==> config.mk <==
export PLATFORM = sky130hd
export DESIGN_NAME = bpwc_top
export DESIGN_NICKNAME = d
export VERILOG_FILES = /design/src/bpwc_pkg.sv /design/src/bpwc_legacy_decode.sv /design/src/bpwc_top.sv
export SDC_FILE = /design/constraint.sdc
export NUM_CORES = 1
export LEC_CHECK = 0
export BUFFER_PORTS_ARGS = -buffer_cell sky130_fd_sc_hd__buf_2
export CAP_MARGIN = 15
export CELL_PAD_IN_SITES_DETAIL_PLACEMENT = 1
export CELL_PAD_IN_SITES_GLOBAL_PLACEMENT = 1
export CORE_MARGIN = 2
export CORE_UTILIZATION = 33
export DETAILED_ROUTE_END_ITERATION = 12
export HOLD_SLACK_MARGIN = 0.15
export MAX_ROUTING_LAYER = met4
export PLACE_DENSITY = 0.83
export SKIP_CTS_REPAIR_TIMING = 1
export SLEW_MARGIN = 40
export SYNTH_ARGS = -nofsm -noshare
export SYNTH_HDL_FRONTEND = slang
export SYNTH_SLANG_ARGS = --single-unit
==> constraint.sdc <==
create_clock -name REF_CLK -period 1.8 [get_ports REF_CLK]
set_clock_uncertainty 0.05 [all_clocks]
set_input_delay 0.09 -clock REF_CLK [delete_from_list [all_inputs] [get_ports REF_CLK]]
set_output_delay 0.09 -clock REF_CLK [all_outputs]
set_load 0.01 [all_outputs]
==> src/bpwc_pkg.sv <==
// Package for the prefetch window and bridge control block: offsets, resets, fields, types
package bpwc_pkg;

  // ****************************************
  // Configuration offsets (byte addresses)
  // ****************************************
  localparam logic [7:0] PREF_BASE_LO_OFF = 8'h24;
  localparam logic [7:0] PREF_BASE_HI_OFF = 8'h25;
  localparam logic [7:0] PREF_LIMIT_LO_OFF = 8'h26;
  localparam logic [7:0] PREF_LIMIT_HI_OFF = 8'h27;
  localparam logic [7:0] BRIDGE_CTRL_OFF = 8'h3e;

  // ****************************************
  // Reset values and field positions
  // ****************************************
  localparam logic [15:0] PREF_BASE_RST = 16'hfff0;
  localparam logic [15:0] PREF_LIMIT_RST = 16'h0000;
  localparam logic [7:0] BRIDGE_CTRL_RST = 8'h00;
  localparam int FIELD_LSB = 4;
  localparam int BCTRL_BACK_TO_BACK_BIT = 7;
  localparam int BCTRL_SEC_RESET_BIT = 6;
  localparam int BCTRL_MASTER_ABORT_BIT = 5;
  localparam int BCTRL_DISPLAY_BIT = 3;
  localparam int BCTRL_ALIAS_BIT = 2;
  localparam int BCTRL_SEC_ERR_BIT = 1;
  localparam int BCTRL_PARITY_BIT = 0;

  // ****************************************
  // Legacy display address ranges and master abort read data
  // ****************************************
  localparam logic [31:0] DISP_MEM_LO = 32'h000a_0000;
  localparam logic [31:0] DISP_MEM_HI = 32'h000b_ffff;
  localparam logic [31:0] MONO_MEM_LO = 32'h000b_0000;
  localparam logic [31:0] MONO_MEM_HI = 32'h000b_7fff;
  localparam logic [31:0] MONO_IO_LO = 32'h0000_03b0;
  localparam logic [31:0] MONO_IO_HI = 32'h0000_03bb;
  localparam logic [31:0] MONO_IO_EXTRA = 32'h0000_03bf;
  localparam logic [31:0] COLOR_IO_LO = 32'h0000_03c0;
  localparam logic [31:0] COLOR_IO_HI = 32'h0000_03df;
  localparam logic [31:0] MASTER_ABORT_DATA = 32'hffff_ffff;

  // ****************************************
  // Types
  // ****************************************
  typedef struct packed {
    logic valid;
    logic is_io;
    logic [31:0] addr;
  } bpwc_req_s;

  typedef struct packed {
    logic valid;
    logic to_secondary;
    logic prefetchable;
  } bpwc_route_s;

endpackage

==> src/bpwc_legacy_decode.sv <==
// Legacy display address classifier for the bridge router
`timescale 1ns/100ps

module bpwc_legacy_decode (
  input wire logic is_io,
  input wire logic [31:0] addr,
  output logic mono_hit,
  output logic color_hit
);

  // ****************************************
  // Range compare
  // ****************************************
  always_comb begin
    mono_hit = 1'b0;
    color_hit = 1'b0;
    if (is_io) begin
      mono_hit = ((addr >= bpwc_pkg::MONO_IO_LO) && (addr <= bpwc_pkg::MONO_IO_HI)) ||
                 (addr == bpwc_pkg::MONO_IO_EXTRA);
      color_hit = (addr >= bpwc_pkg::COLOR_IO_LO) && (addr <= bpwc_pkg::COLOR_IO_HI);
    end else begin
      // Mono buffer sits inside the display aperture, so it is carved out first
      mono_hit = (addr >= bpwc_pkg::MONO_MEM_LO) && (addr <= bpwc_pkg::MONO_MEM_HI);
      color_hit = (addr >= bpwc_pkg::DISP_MEM_LO) && (addr <= bpwc_pkg::DISP_MEM_HI) && !mono_hit;
    end
  end

endmodule // bpwc_legacy_decode

==> src/bpwc_top.sv <==
// Prefetch window decode, bridge control register and secondary side routing
`timescale 1ns/100ps

module bpwc_top (
  input wire logic REF_CLK,
  input wire logic RST_N,
  input wire logic CFG_WR,
  input wire logic CFG_RD,
  input wire logic [7:0] CFG_ADDR,
  input wire logic [7:0] CFG_WDATA,
  output logic [7:0] CFG_RDATA,
  output logic CFG_RVALID,
  input wire bpwc_pkg::bpwc_req_s REQ,
  input wire logic IO_WINDOW_HIT,
  input wire logic NP_WINDOW_HIT,
  input wire logic MONO_ADAPTER_PRESENT,
  output bpwc_pkg::bpwc_route_s ROUTE,
  output logic ILLEGAL_DISPLAY_CFG,
  input wire logic SEC_DONE,
  input wire logic SEC_IS_READ,
  input wire logic SEC_MASTER_ABORT,
  input wire logic [31:0] SEC_RDATA,
  output logic [31:0] CPU_RDATA,
  output logic CPU_RVALID,
  output logic CPU_WR_COMMIT,
  input wire logic SEC_PARITY_ERR,
  input wire logic OTHER_ERR,
  input wire logic GLOBAL_ERROR_MESSAGE_ENABLE,
  output logic HUB_ERR_MSG
);

  // ****************************************
  // State
  // ****************************************
  typedef struct packed {
    logic [11:0] prefetch_base_field;
    logic [11:0] prefetch_limit_field;
    logic legacy_display_route_enable;
    logic legacy_io_alias_filter;
    logic parity_error_report_enable;
    logic [7:0] rdata;
    logic rvalid;
    bpwc_pkg::bpwc_route_s route;
    logic illegal;
    logic [31:0] cpu_rdata;
    logic cpu_rvalid;
    logic wr_commit;
    logic err_msg;
  } bpwc_state_s;

  localparam bpwc_state_s STATE_RST = '{
    prefetch_base_field: bpwc_pkg::PREF_BASE_RST[15:4],
    prefetch_limit_field: bpwc_pkg::PREF_LIMIT_RST[15:4],
    legacy_display_route_enable: bpwc_pkg::BRIDGE_CTRL_RST[bpwc_pkg::BCTRL_DISPLAY_BIT],
    legacy_io_alias_filter: bpwc_pkg::BRIDGE_CTRL_RST[bpwc_pkg::BCTRL_ALIAS_BIT],
    parity_error_report_enable: bpwc_pkg::BRIDGE_CTRL_RST[bpwc_pkg::BCTRL_PARITY_BIT],
    rdata: 8'h00,
    rvalid: 1'b0,
    route: '0,
    illegal: 1'b0,
    cpu_rdata: 32'h0000_0000,
    cpu_rvalid: 1'b0,
    wr_commit: 1'b0,
    err_msg: 1'b0
  };

  bpwc_state_s state_q;
  bpwc_state_s state_d;
  logic mono_hit;
  logic color_hit;
  logic pref_hit;
  logic alias_hit;
  logic [15:0] base_reg;
  logic [15:0] limit_reg;
  logic [7:0] bctrl_reg;

  // ****************************************
  // Legacy display classifier
  // ****************************************
  bpwc_legacy_decode u_legacy (
    .is_io(REQ.is_io),
    .addr(REQ.addr),
    .mono_hit(mono_hit),
    .color_hit(color_hit)
  );

  // ****************************************
  // Register images and window compare
  // ****************************************
  always_comb begin
    base_reg = {state_q.prefetch_base_field, 4'h0};
    limit_reg = {state_q.prefetch_limit_field, 4'h0};
    bctrl_reg = 8'h00;
    bctrl_reg[bpwc_pkg::BCTRL_DISPLAY_BIT] = state_q.legacy_display_route_enable;
    bctrl_reg[bpwc_pkg::BCTRL_ALIAS_BIT] = state_q.legacy_io_alias_filter;
    bctrl_reg[bpwc_pkg::BCTRL_PARITY_BIT] = state_q.parity_error_report_enable;
    // Comparing only A[31:20] is the same as base low bits zero and limit low bits ones
    pref_hit = !REQ.is_io && (REQ.addr[31:20] >= state_q.prefetch_base_field) &&
               (REQ.addr[31:20] <= state_q.prefetch_limit_field);
    alias_hit = REQ.is_io && (REQ.addr[9:8] != 2'b00);
  end

  // ****************************************
  // Next state
  // ****************************************
  always_comb begin
    state_d = state_q;
    state_d.rvalid = 1'b0;
    state_d.route.valid = 1'b0;
    state_d.cpu_rvalid = 1'b0;
    state_d.wr_commit = 1'b0;
    state_d.err_msg = 1'b0;

    // Configuration writes, one byte per access
    if (CFG_WR) begin
      if (CFG_ADDR == bpwc_pkg::PREF_BASE_LO_OFF) begin
        state_d.prefetch_base_field[3:0] = CFG_WDATA[7:4];
      end else if (CFG_ADDR == bpwc_pkg::PREF_BASE_HI_OFF) begin
        state_d.prefetch_base_field[11:4] = CFG_WDATA;
      end else if (CFG_ADDR == bpwc_pkg::PREF_LIMIT_LO_OFF) begin
        state_d.prefetch_limit_field[3:0] = CFG_WDATA[7:4];
      end else if (CFG_ADDR == bpwc_pkg::PREF_LIMIT_HI_OFF) begin
        state_d.prefetch_limit_field[11:4] = CFG_WDATA;
      end else if (CFG_ADDR == bpwc_pkg::BRIDGE_CTRL_OFF) begin
        state_d.legacy_display_route_enable = CFG_WDATA[bpwc_pkg::BCTRL_DISPLAY_BIT];
        state_d.legacy_io_alias_filter = CFG_WDATA[bpwc_pkg::BCTRL_ALIAS_BIT];
        state_d.parity_error_report_enable = CFG_WDATA[bpwc_pkg::BCTRL_PARITY_BIT];
      end
    end

    // Configuration reads; unmapped offsets read zero
    if (CFG_RD) begin
      state_d.rvalid = 1'b1;
      if (CFG_ADDR == bpwc_pkg::PREF_BASE_LO_OFF) begin
        state_d.rdata = base_reg[7:0];
      end else if (CFG_ADDR == bpwc_pkg::PREF_BASE_HI_OFF) begin
        state_d.rdata = base_reg[15:8];
      end else if (CFG_ADDR == bpwc_pkg::PREF_LIMIT_LO_OFF) begin
        state_d.rdata = limit_reg[7:0];
      end else if (CFG_ADDR == bpwc_pkg::PREF_LIMIT_HI_OFF) begin
        state_d.rdata = limit_reg[15:8];
      end else if (CFG_ADDR == bpwc_pkg::BRIDGE_CTRL_OFF) begin
        state_d.rdata = bctrl_reg;
      end else begin
        state_d.rdata = 8'h00;
      end
    end

    // Illegal display setting is reported, routing still falls back to the hub
    state_d.illegal = !state_q.legacy_display_route_enable && MONO_ADAPTER_PRESENT;

    // Processor request routing, answered one cycle later
    if (REQ.valid) begin
      state_d.route.valid = 1'b1;
      state_d.route.to_secondary = 1'b0;
      state_d.route.prefetchable = 1'b0;
      if (mono_hit) begin
        state_d.route.to_secondary = 1'b0;
      end else if (color_hit) begin
        state_d.route.to_secondary = state_q.legacy_display_route_enable;
      end else if (REQ.is_io) begin
        // Alias filter only narrows the window, it never widens it
        state_d.route.to_secondary = IO_WINDOW_HIT && !(state_q.legacy_io_alias_filter && alias_hit);
      end else if (pref_hit) begin
        state_d.route.to_secondary = 1'b1;
        state_d.route.prefetchable = 1'b1;
      end else begin
        state_d.route.to_secondary = NP_WINDOW_HIT;
      end
    end

    // Secondary completions; bit 5 is fixed at zero so aborts never propagate as errors
    if (SEC_DONE) begin
      if (SEC_IS_READ) begin
        state_d.cpu_rvalid = 1'b1;
        state_d.cpu_rdata = SEC_MASTER_ABORT ? bpwc_pkg::MASTER_ABORT_DATA : SEC_RDATA;
      end else begin
        state_d.wr_commit = !SEC_MASTER_ABORT;
      end
    end

    // Hub error messaging; no secondary error pin exists, so nothing else is forwarded
    state_d.err_msg = GLOBAL_ERROR_MESSAGE_ENABLE &&
                      (OTHER_ERR || (SEC_PARITY_ERR && state_q.parity_error_report_enable));
  end

  // ****************************************
  // Registers
  // ****************************************
  always_ff @(posedge REF_CLK or negedge RST_N) begin
    if (!RST_N) begin
      state_q <= STATE_RST;
    end else begin
      state_q <= state_d;
    end
  end

  // ****************************************
  // Outputs
  // ****************************************
  assign CFG_RDATA = state_q.rdata;
  assign CFG_RVALID = state_q.rvalid;
  assign ROUTE = state_q.route;
  assign ILLEGAL_DISPLAY_CFG = state_q.illegal;
  assign CPU_RDATA = state_q.cpu_rdata;
  assign CPU_RVALID = state_q.cpu_rvalid;
  assign CPU_WR_COMMIT = state_q.wr_commit;
  assign HUB_ERR_MSG = state_q.err_msg;
endmodule // bpwc_top

Yosys cells after proc, flatten, opt, wreduce, memory -nomap -nowiden
Index checks and enable logic that the tools add are counted.

Flip-flop bits (word level): 75. Word-level logic and storage cells: 85. Input port bits: 95.

Eq/ne operators: 6. Reduce and logical (&&, ||, !) cells: 27. Mux-type cells: 21. Magnitude comparators: 10. Bitwise logic cells: 4.

Operators by type and width (number): greater-or-equal comparator 32 x 10 -> 1 bit (second input constant) (2); greater-or-equal comparator 32 x 20 -> 1 bit (second input constant) (2); <= comparator 32 x 10 -> 1 bit (second input constant) (2); <= comparator 32 x 20 -> 1 bit (second input constant) (2); == test 8 x 6 -> 1 bit (second input constant) (5); == test 32 x 10 -> 1 bit (second input constant) (1); two-way mux 32 bit (1); two-way mux 8 bit (4); logical AND 1 bit (13); two-way mux 1 bit (13); greater-or-equal comparator 12 bit (1); <= comparator 12 bit (1); AND reduction 6 bit (1); logical NOT 1 bit (5); AND reduction 5 bit (1); two-way mux 4 bit (1); NOT 1 bit (4); AND reduction 2 bit (2); AND reduction 4 bit (1); two-way mux 3 bit (1); AND reduction 3 bit (1); logical OR 1 bit (2); two-way mux 2 bit (1); nonzero test 2 bit (1).

Depth between registers and ports, before layout
Gate-level depths: netlist (run 1).

Depth in word-level cells: 9. Mapped depth: 7.

By module
Synthesis (run 1) repeated with hierarchy kept, for this count alone.

Cells, all modules: 376. Area total of the unflattened synthesis: 3849.9 um^2.

By module, submodules not included: bpwc_top (cells an instance 354, instances 1, area each 3717.3 um^2); bpwc_legacy_decode (cells an instance 22, instances 1, area each 132.6 um^2).

Worst setup path after synthesis (run 1)
Ideal clock, no wire load.

Path kind: flip-flop to flip-flop. From: register state_q (netlist bit base_reg[4]). To: register state_q (netlist bit ROUTE[1]). Path slack: -135 ps. Required time: 1606 ps. Period minus slack after synthesis: 1935 ps. Buffers on the path: 0. Cell stages (with the launch flop): 7. Arrival: 1741 ps. Setup time: 144 ps. Cell sequence: dfstp_2 -> ha_1 -> nand2b_1 -> a2111oi_0 -> nor4_1 -> o32ai_1 -> a32oi_1.

Cells in the longest elaborated chain, start to end: 7.

Ends and longest elaborated chain: from (decl) (line bpwc_top.sv:67) `bpwc_state_s state_q;`; from (signal assigned) (line bpwc_top.sv:194) `state_q <= state_d;`; greater-or-equal comparator 12 bit (line bpwc_top.sv:98) `pref_hit = !REQ.is_io && (REQ.addr[31:20] >= state_q.prefetch_base_field) &&`; logical AND 1 bit (2 in series) (line bpwc_top.sv:98); two-way mux 1 bit (line bpwc_top.sv:164) `end else if (pref_hit) begin`; two-way mux 1 bit (line bpwc_top.sv:161) `end else if (REQ.is_io) begin`; two-way mux 1 bit (line bpwc_top.sv:159) `end else if (color_hit) begin`; two-way mux 1 bit (line bpwc_top.sv:157) `if (mono_hit) begin`.

No other way between the ends. A chain may end at the register's enable or synchronous reset.

Worst setup path after layout (run 1)
Same ends and word-level chain as after synthesis.

==> metrics.csv, run 1 <==
metric,value,unit
synth_edf_count,0,
syn_nets,521,
overflow,0,
synthAdderAreaFrac,0.07685,
cts.root.buffer_cell,clkbuf_16,
async_reset_ff_frac,1.000,
cp.depth,6,
peakVddDrop,0.0003867,V
worstPathCellList,ha_4 -> nand2b_4 -> a2111oi_4 -> nor4_2 -> o32ai_2 -> a32oi_1,
max_freq,0.5083,GHz
drt_iter0_drc,88,
place_inst,689,
avgSynthCellArea,9.720,um^2
required,1.94,ns
yosysWarnings,0,
synth_top_family_by_area,simple AND/OR/NAND/NOR gates,
syn_area,3907,um^2
die_area,12730,um^2
ys_top_cells_by_area,"dfrtp_1 (40%), dfstp_2 (8.1%), ha_1 (7.7%)",
critical_path_arrival,2.11,ns
htreeDepth,3,
synth.mux.area_fraction,0.06244,
cp_max_fo,2,
critPathBufInv,0,
worst_path_max_delay_cell,dfstp_2,
cts_buffers,9,
yosys.area_share.simple,0.1921,
die_h,112.8,um
fillers,1312,
p_comb_frac,0.191,
grt_pass1_vias,3990,
hpwl,9465,um
vias,3824,
wl,13140,um
drc,0,
cts_tree,yes,
violations,negative setup slack,
worst_pin_slew,0.5902,ns
hold_class,in -> reg,
gp_congestion,0.8667,
period_share,1.093,
setup_viol,2,
track_usage,0.1967,
worst_setup_path_start_kind,flop,
drv_cap,0,
wl_per_cell,17.40,um
synth_compound_area_frac,0.1377,
final_max_slew_viol_count,0,
internal_power,3.395,mW
powerDensity,793.2,nW/um^2
largest_reg_flops,32,
status,"finished, violations left",
clkTransAtPathRegs,0.06,ns
hold_depth,4,
core,11470,um^2
clkPwrFrac,0.395,
dr.pass1.iters,6,
antenna_found_initial,0,
fin_util,0.5064,
slowest_delay,0.55,ns
placed_area,4933,um^2
netlist.area_leader.share,0.4035,
final_cells,755,
place_ws,-0.2768,ns
numPortBuffers,142,
grt_pass1_wl,19360,um
reg2regPathDepth,6,
yosys.cell_types.count,52,
synth.largest_area_cell,dfrtp_1,
rsz0062_at_grt,yes,
grt_max_degree,44,
crit_family,compound AO/OA/AOI/OAI gates,
viasPerCell,5.065,
p_sw,1.211,mW
io_pins,143,
max_slew_margin,0.6065,
ys_seq_area_frac,0.4841,
fin_ws,-0.1675,ns
cts.sinks,75,
tns,-0.2937,ns
critical_path.endpoint_type,flop,
ys_dominant_reg_cell,dfrtp_1,
synthXorXnorAreaFrac,0,
fin_nets,725,
path_class,reg -> reg,
final_hold_viol_count,0,
leakage,2.655,nW
swShare,0.2630,
clockBufferDepth,2,
worstSkewPairLatency,0.33,ns
final_area,5807,um^2
die_w,112.8,um
area_growth,48.61,%
drive_above_1_share,0.3797,
start_util,0.3408,
std_cell_rows,39,
period_needed,1.968,ns
ant_nets,0,
syn_inst,402,
ys_ff_latch,75,
p_seq_frac,0.414,
## synthesized netlist by cell type, types with 2 or more instances
library cell / n
nor2_1: 73
dfrtp_1: 63
a21oi_1: 45
inv_1: 29
ha_1: 24
nand2_1: 24
mux2_2: 19
o21ai_0: 16
clkbuf_1: 13
dfstp_2: 12
nand2b_1: 6
and2_1: 5
nor4_1: 5
a221oi_1: 4
nand4_1: 4
o221ai_1: 4
a2bb2oi_1: 3
mux2i_1: 3
nand3_1: 3
nor2b_1: 3
nor4b_1: 3
a21o_1: 2
a32oi_1: 2
and4_1: 2
buf_1: 2
buf_2: 2
nand4b_1: 2
nor3_1: 2
nor3b_1: 2
o211ai_1: 2
o32ai_1: 2
## tightest hold or removal path, delay by kind of cell
kind	cells	cell delay (ns)
simple gates	2	0.17
buf+inv	1	0.13
compound gates	1	0.09
## path summary, 6_finish.rpt
path | from | to | slack, ns
min reg2reg | bctrl_reg[3] | ILLEGAL_DISPLAY_CFG | 0.46
min in group asynchronous | RST_N | CPU_RDATA[12] | 0.19
max reg2reg | base_reg[4] | ROUTE[1] | -0.17
max in group asynchronous | RST_N | base_reg[11] | 0.87
max | base_reg[4] | ROUTE[1] | -0.17
min | CFG_ADDR[4] | CFG_RDATA[1] | 0.14
## metal layers
layer | track usage | routed length (um) | share of wire | vias to the layer above
li1 | - | - | - | 1817
met1 | 0.2230 | 5193 | 0.40 | 1866
met2 | 0.3445 | 6949 | 0.53 | 119
met3 | 0.04874 | 745 | 0.057 | 22
met4 | 0.05772 | 247 | 0.019 | 0
met5 | - | 0 | 0 | -
## cell families (layout without fill, tap and decap cells)
family,count (synthesis),in the layout
muxes,22,22
other,0,1
and+or+nand+nor,145,145
AOI/OAI and AO/OA,89,89
DFF,75,75
buffers and inverters,47,256
adders and majority gates,24,24
## cell type report
type | instances | area (um^2) | share of cell area
Multi-Input combinational cell | 280 | 1962 | 0.3379
Timing Repair Buffer | 211 | 1364 | 0.2349
Sequential cell | 75 | 1892 | 0.3258
Clock buffer | 14 | 264.0 | 0.04546
Inverter | 29 | 108.9 | 0.01875
Clock inverter | 2 | 35.03 | 0.006033
Tap cell | 143 | 178.9 | 0.03081
Antenna cell | 1 | 2.502 | 0.0004309
## stage by stage
| stage | hold WS (ns) | power (mW) |
|---|---|---|
| floorplan | -0.2556 | 2.282 |
| global placement | 0.01130 | 2.637 |
| detailed placement | 0.02079 | 2.693 |
| CTS | -0.3358 | 4.533 |
| global route | 0.1688 | 4.831 |
| finish | 0.1404 | 4.606 |
## cell usage in the layout, fill, tap and decap left out, types with 2 or more instances in the layout
cell type	n
buf_2	141
nor2_1	73
dfrtp_1	63
dlygate4sd3_1	48
a21oi_1	44
inv_1	26
nand2_1	24
buf_4	21
mux2_2	19
ha_1	19
o21ai_0	16
dfstp_2	12
clkbuf_16	9
nand2b_1	5
ha_4	5
nor4_1	4
a221oi_1	4
and2_1	4
o221ai_1	4
nand4_1	4
inv_2	3
nor2b_1	3
nand3_1	3
nor4b_1	3
mux2i_1	3
a2bb2oi_1	3
clkbuf_1	3
nor3b_1	2
nor3_1	2
a21o_1	2
nand4b_1	2
nor4_2	2
o211ai_1	2
o32ai_2	2
a32oi_1	2
clkbuf_8	2
## power groups by stage
stage / Sequential, mW / Clock [mW] / Combinational [mW]
after floorplan: 1.97 / 0 / 0.311
after global placement: 1.92 / 0 / 0.714
after detailed placement: 1.93 / 0 / 0.761
after CTS: 1.91 / 1.86 / 0.764
after global routing: 1.93 / 1.94 / 0.970
final: 1.91 / 1.82 / 0.878
Note: power is estimated with default switching activity, not from simulation.
==> run 2: changes to the inputs <==
Settings changed: ABC_AREA from default to 1, CORE_UTILIZATION 33 to 32.
==> run 2 against run 1 <==
  * The flow still finishes with violations (negative setup slack)
  * Largest power group unchanged
  * Final cell count up 15%
  * First-iteration DRC count up 61%
  * Combinational power is 2% higher
  * Sequential share of layout area fell by 0.47 points
  * Highest routed layer unchanged
  * Critical path type unchanged
  * Global-route usage shrank 0.85 points
==> metrics.csv, run 2 <==
metric,value,unit,change
die_w,115.5,um,+2.4%
std_cell_rows,40,,+2.6%
grt_pass1_wl,19190,um,-0.89%
clockBufferDepth,2,,unchanged
numPortBuffers,142,,unchanged
drive_above_1_share,0.3196,,-0.06010
worst_pin_slew,0.6055,ns,+0.01526 ns
final_common_cell,buf_2,,
cts_buffers,9,,unchanged
status,"finished, violations left",,
cts.sinks,75,,unchanged
overflow,0,,unchanged
period_share,1.033,,-0.05982
tns,-0.08474,ns,+0.2090 ns
hold_class,in -> reg,,
io_pins,143,,unchanged
cts_tree,yes,,
die_area,13340,um^2,+4.8%
avgSynthCellArea,7.879,um^2,-19%
required,1.97,ns,+0.03 ns
post-synth-top-count-cell,nand2_1,,
async_reset_ff_frac,1.000,,unchanged
dr.pass1.iters,4,,-2
worstSkewPairLatency,0.33,ns,about the same
hpwl,9383,um,-0.87%
htreeDepth,3,,unchanged
powerDensity,780.5,nW/um^2,-1.6%
ys_ff_latch,75,,unchanged
path_class,reg -> reg,,
period_needed,1.860,ns,-0.1077 ns
largest_reg_flops,32,,unchanged
setup_viol,2,,unchanged
fin_nets,818,,+13%
drv_cap,0,,unchanged
synth_edf_count,0,,unchanged
leakage,2.895,nW,+9.0%
total_power,4.599,mW,-0.16%
wl_per_cell,16.27,um,-6.5%
ys_seq_area_frac,0.4755,,-0.008678
yosys.cell_types.count,24,,-54%
drt_iter0_drc,142,,+61%
critical_path_arrival,2.03,ns,-0.08 ns
yosysWarnings,0,,unchanged
multiInputGateArea,1988,um^2,+1.3%
track_usage,0.1882,,-0.008512
num_antenna_cells,0,,-1
critical_path.endpoint_type,flop,,
antenna_found_initial,0,,unchanged
ys_dominant_reg_cell,dfrtp_1,,
vias,4217,,+10%
place_inst,804,,+17%
violations,negative setup slack,,
viasPerCell,4.836,,-4.5%
grt_max_degree,42,,-4.5%
ant_nets,0,,unchanged
fillers,1483,,+13%
wl,14190,um,+8.0%
syn_area,3979,um^2,+1.8%
cp_max_fo,2,,unchanged
start_util,0.3299,,-0.01088
syn_inst,505,,+26%
drc,0,,unchanged
netlist.area_leader.share,0.3962,,-0.007232
synth.largest_area_cell,dfrtp_1,,
synthTopCellsByCount,"nand2_1 (126), nor2_1 (70), o21ai_0 (69)",,
cts.root.buffer_cell,clkbuf_16,,
register_area,1892,um^2,unchanged
max_freq,0.5377,GHz,+5.8%
peakVddDrop,0.0003693,V,-4.5%
fin_ws,-0.05985,ns,+0.1077 ns
layout_common_cells,"buf_2 (141), nand2_1 (123), nor2_1 (68), o21ai_0 (65), dfrtp_1 (63)",,
worst_setup_path_start_kind,flop,,
rsz0062_at_grt,yes,,
final_max_slew_viol_count,0,,unchanged
die_h,115.5,um,+2.4%
area_growth,48.08,%,
final_hold_viol_count,0,,unchanged
final_cells,872,,+15%
syn_nets,624,,+20%
ys_top_cells_by_area,"dfrtp_1 (40%), nand2_1 (12%), o21ai_0 (8.7%)",,
grt_pass1_vias,4094,,+2.6%
core,12060,um^2,+5.2%
gp_congestion,0.8438,,-2.6%
clkTransAtPathRegs,0.06,ns,about the same
max_slew_margin,0.5963,,-0.01017
[run 2: changes by cell type after synthesis, sizes merged, moves of 12 or more]
cell,change
inv,+34
nand3,+12
mux2,-19
o21ai,+62
nand2,+103
a21oi,-28
[run 2: metrics by stage]
step / cell area (um^2) / util / hold WS, ns / setup slack (ns)
5_1_grt: 5892 / 0.4885 / 0.1527 / -0.1059
4_1_cts: 5179 / 0.4294 / -0.3163 / -0.07321
2_1_floorplan: 3979 / - / -0.2556 / 0.1624
3_3_place_gp: 4885 / 0.4050 / 0.02913 / 0.03506
3_5_place_dp: 4885 / 0.4050 / 0.04272 / -0.05711
6_report: 5892 / 0.4885 / 0.1012 / -0.05985
[run 2: report_power, final]
| group | internal, mW | switching [mW] |
|---|---|---|
| registers | 1.83 | 0.0855 |
| logic | 0.399 | 0.493 |
| clock network | 1.07 | 0.722 |
| total | 3.30 | 1.30 |
[run 2: final cells by class]
type	count	area share
Tap cell	168	0.03568
Timing Repair Buffer	197	0.2158
Sequential cell	75	0.3211
Inverter	63	0.04014
Clock inverter	7	0.01168
Clock buffer	9	0.03822
Multi-Input combinational cell	353	0.3374
[run 2: kinds of logic after synthesis]
logic type | Yosys count | synth area share
simple gates | 227 | 0.2340
flops | 75 | 0.4755
fa+ha+maj | 24 | 0.07547
compound gates | 102 | 0.1387
buf+inv | 77 | 0.07641
[run 2: critical path, stage by stage (launching register included)]
cell     delay, ns
dfstp_2       0.53
inv_1         0.07
ha_1          0.22
a21oi_2       0.18
o21ai_1       0.12
a21oi_1       0.20
nand2_1       0.11
nand3_2       0.10
nand3_2       0.06
nand2_1       0.06
nand2_1       0.05
[run 2: final timing paths]
check | start | endpoint | slack (ns) | cells after the start
min reg2reg | limit_reg[9] | limit_reg[9] | 0.43 | 2
min | NP_WINDOW_HIT | ROUTE[1] | 0.10 | 5
max in group asynchronous | RST_N | base_reg[8] | 0.84 | 3
min in group asynchronous | RST_N | CPU_RDATA[1] | 0.22 | 2
max reg2reg | base_reg[12] | ROUTE[1] | -0.06 | 10
max | base_reg[12] | ROUTE[1] | -0.06 | 10
[run 2: metal layers]
layer | wire length (um) | global-route usage | up-vias
li1 | - | - | 2004
met1 | 5780 | 0.2192 | 2033
met2 | 7255 | 0.3216 | 153
met3 | 857 | 0.04603 | 27
met4 | 297 | 0.05622 | 0
met5 | 0 | - | -
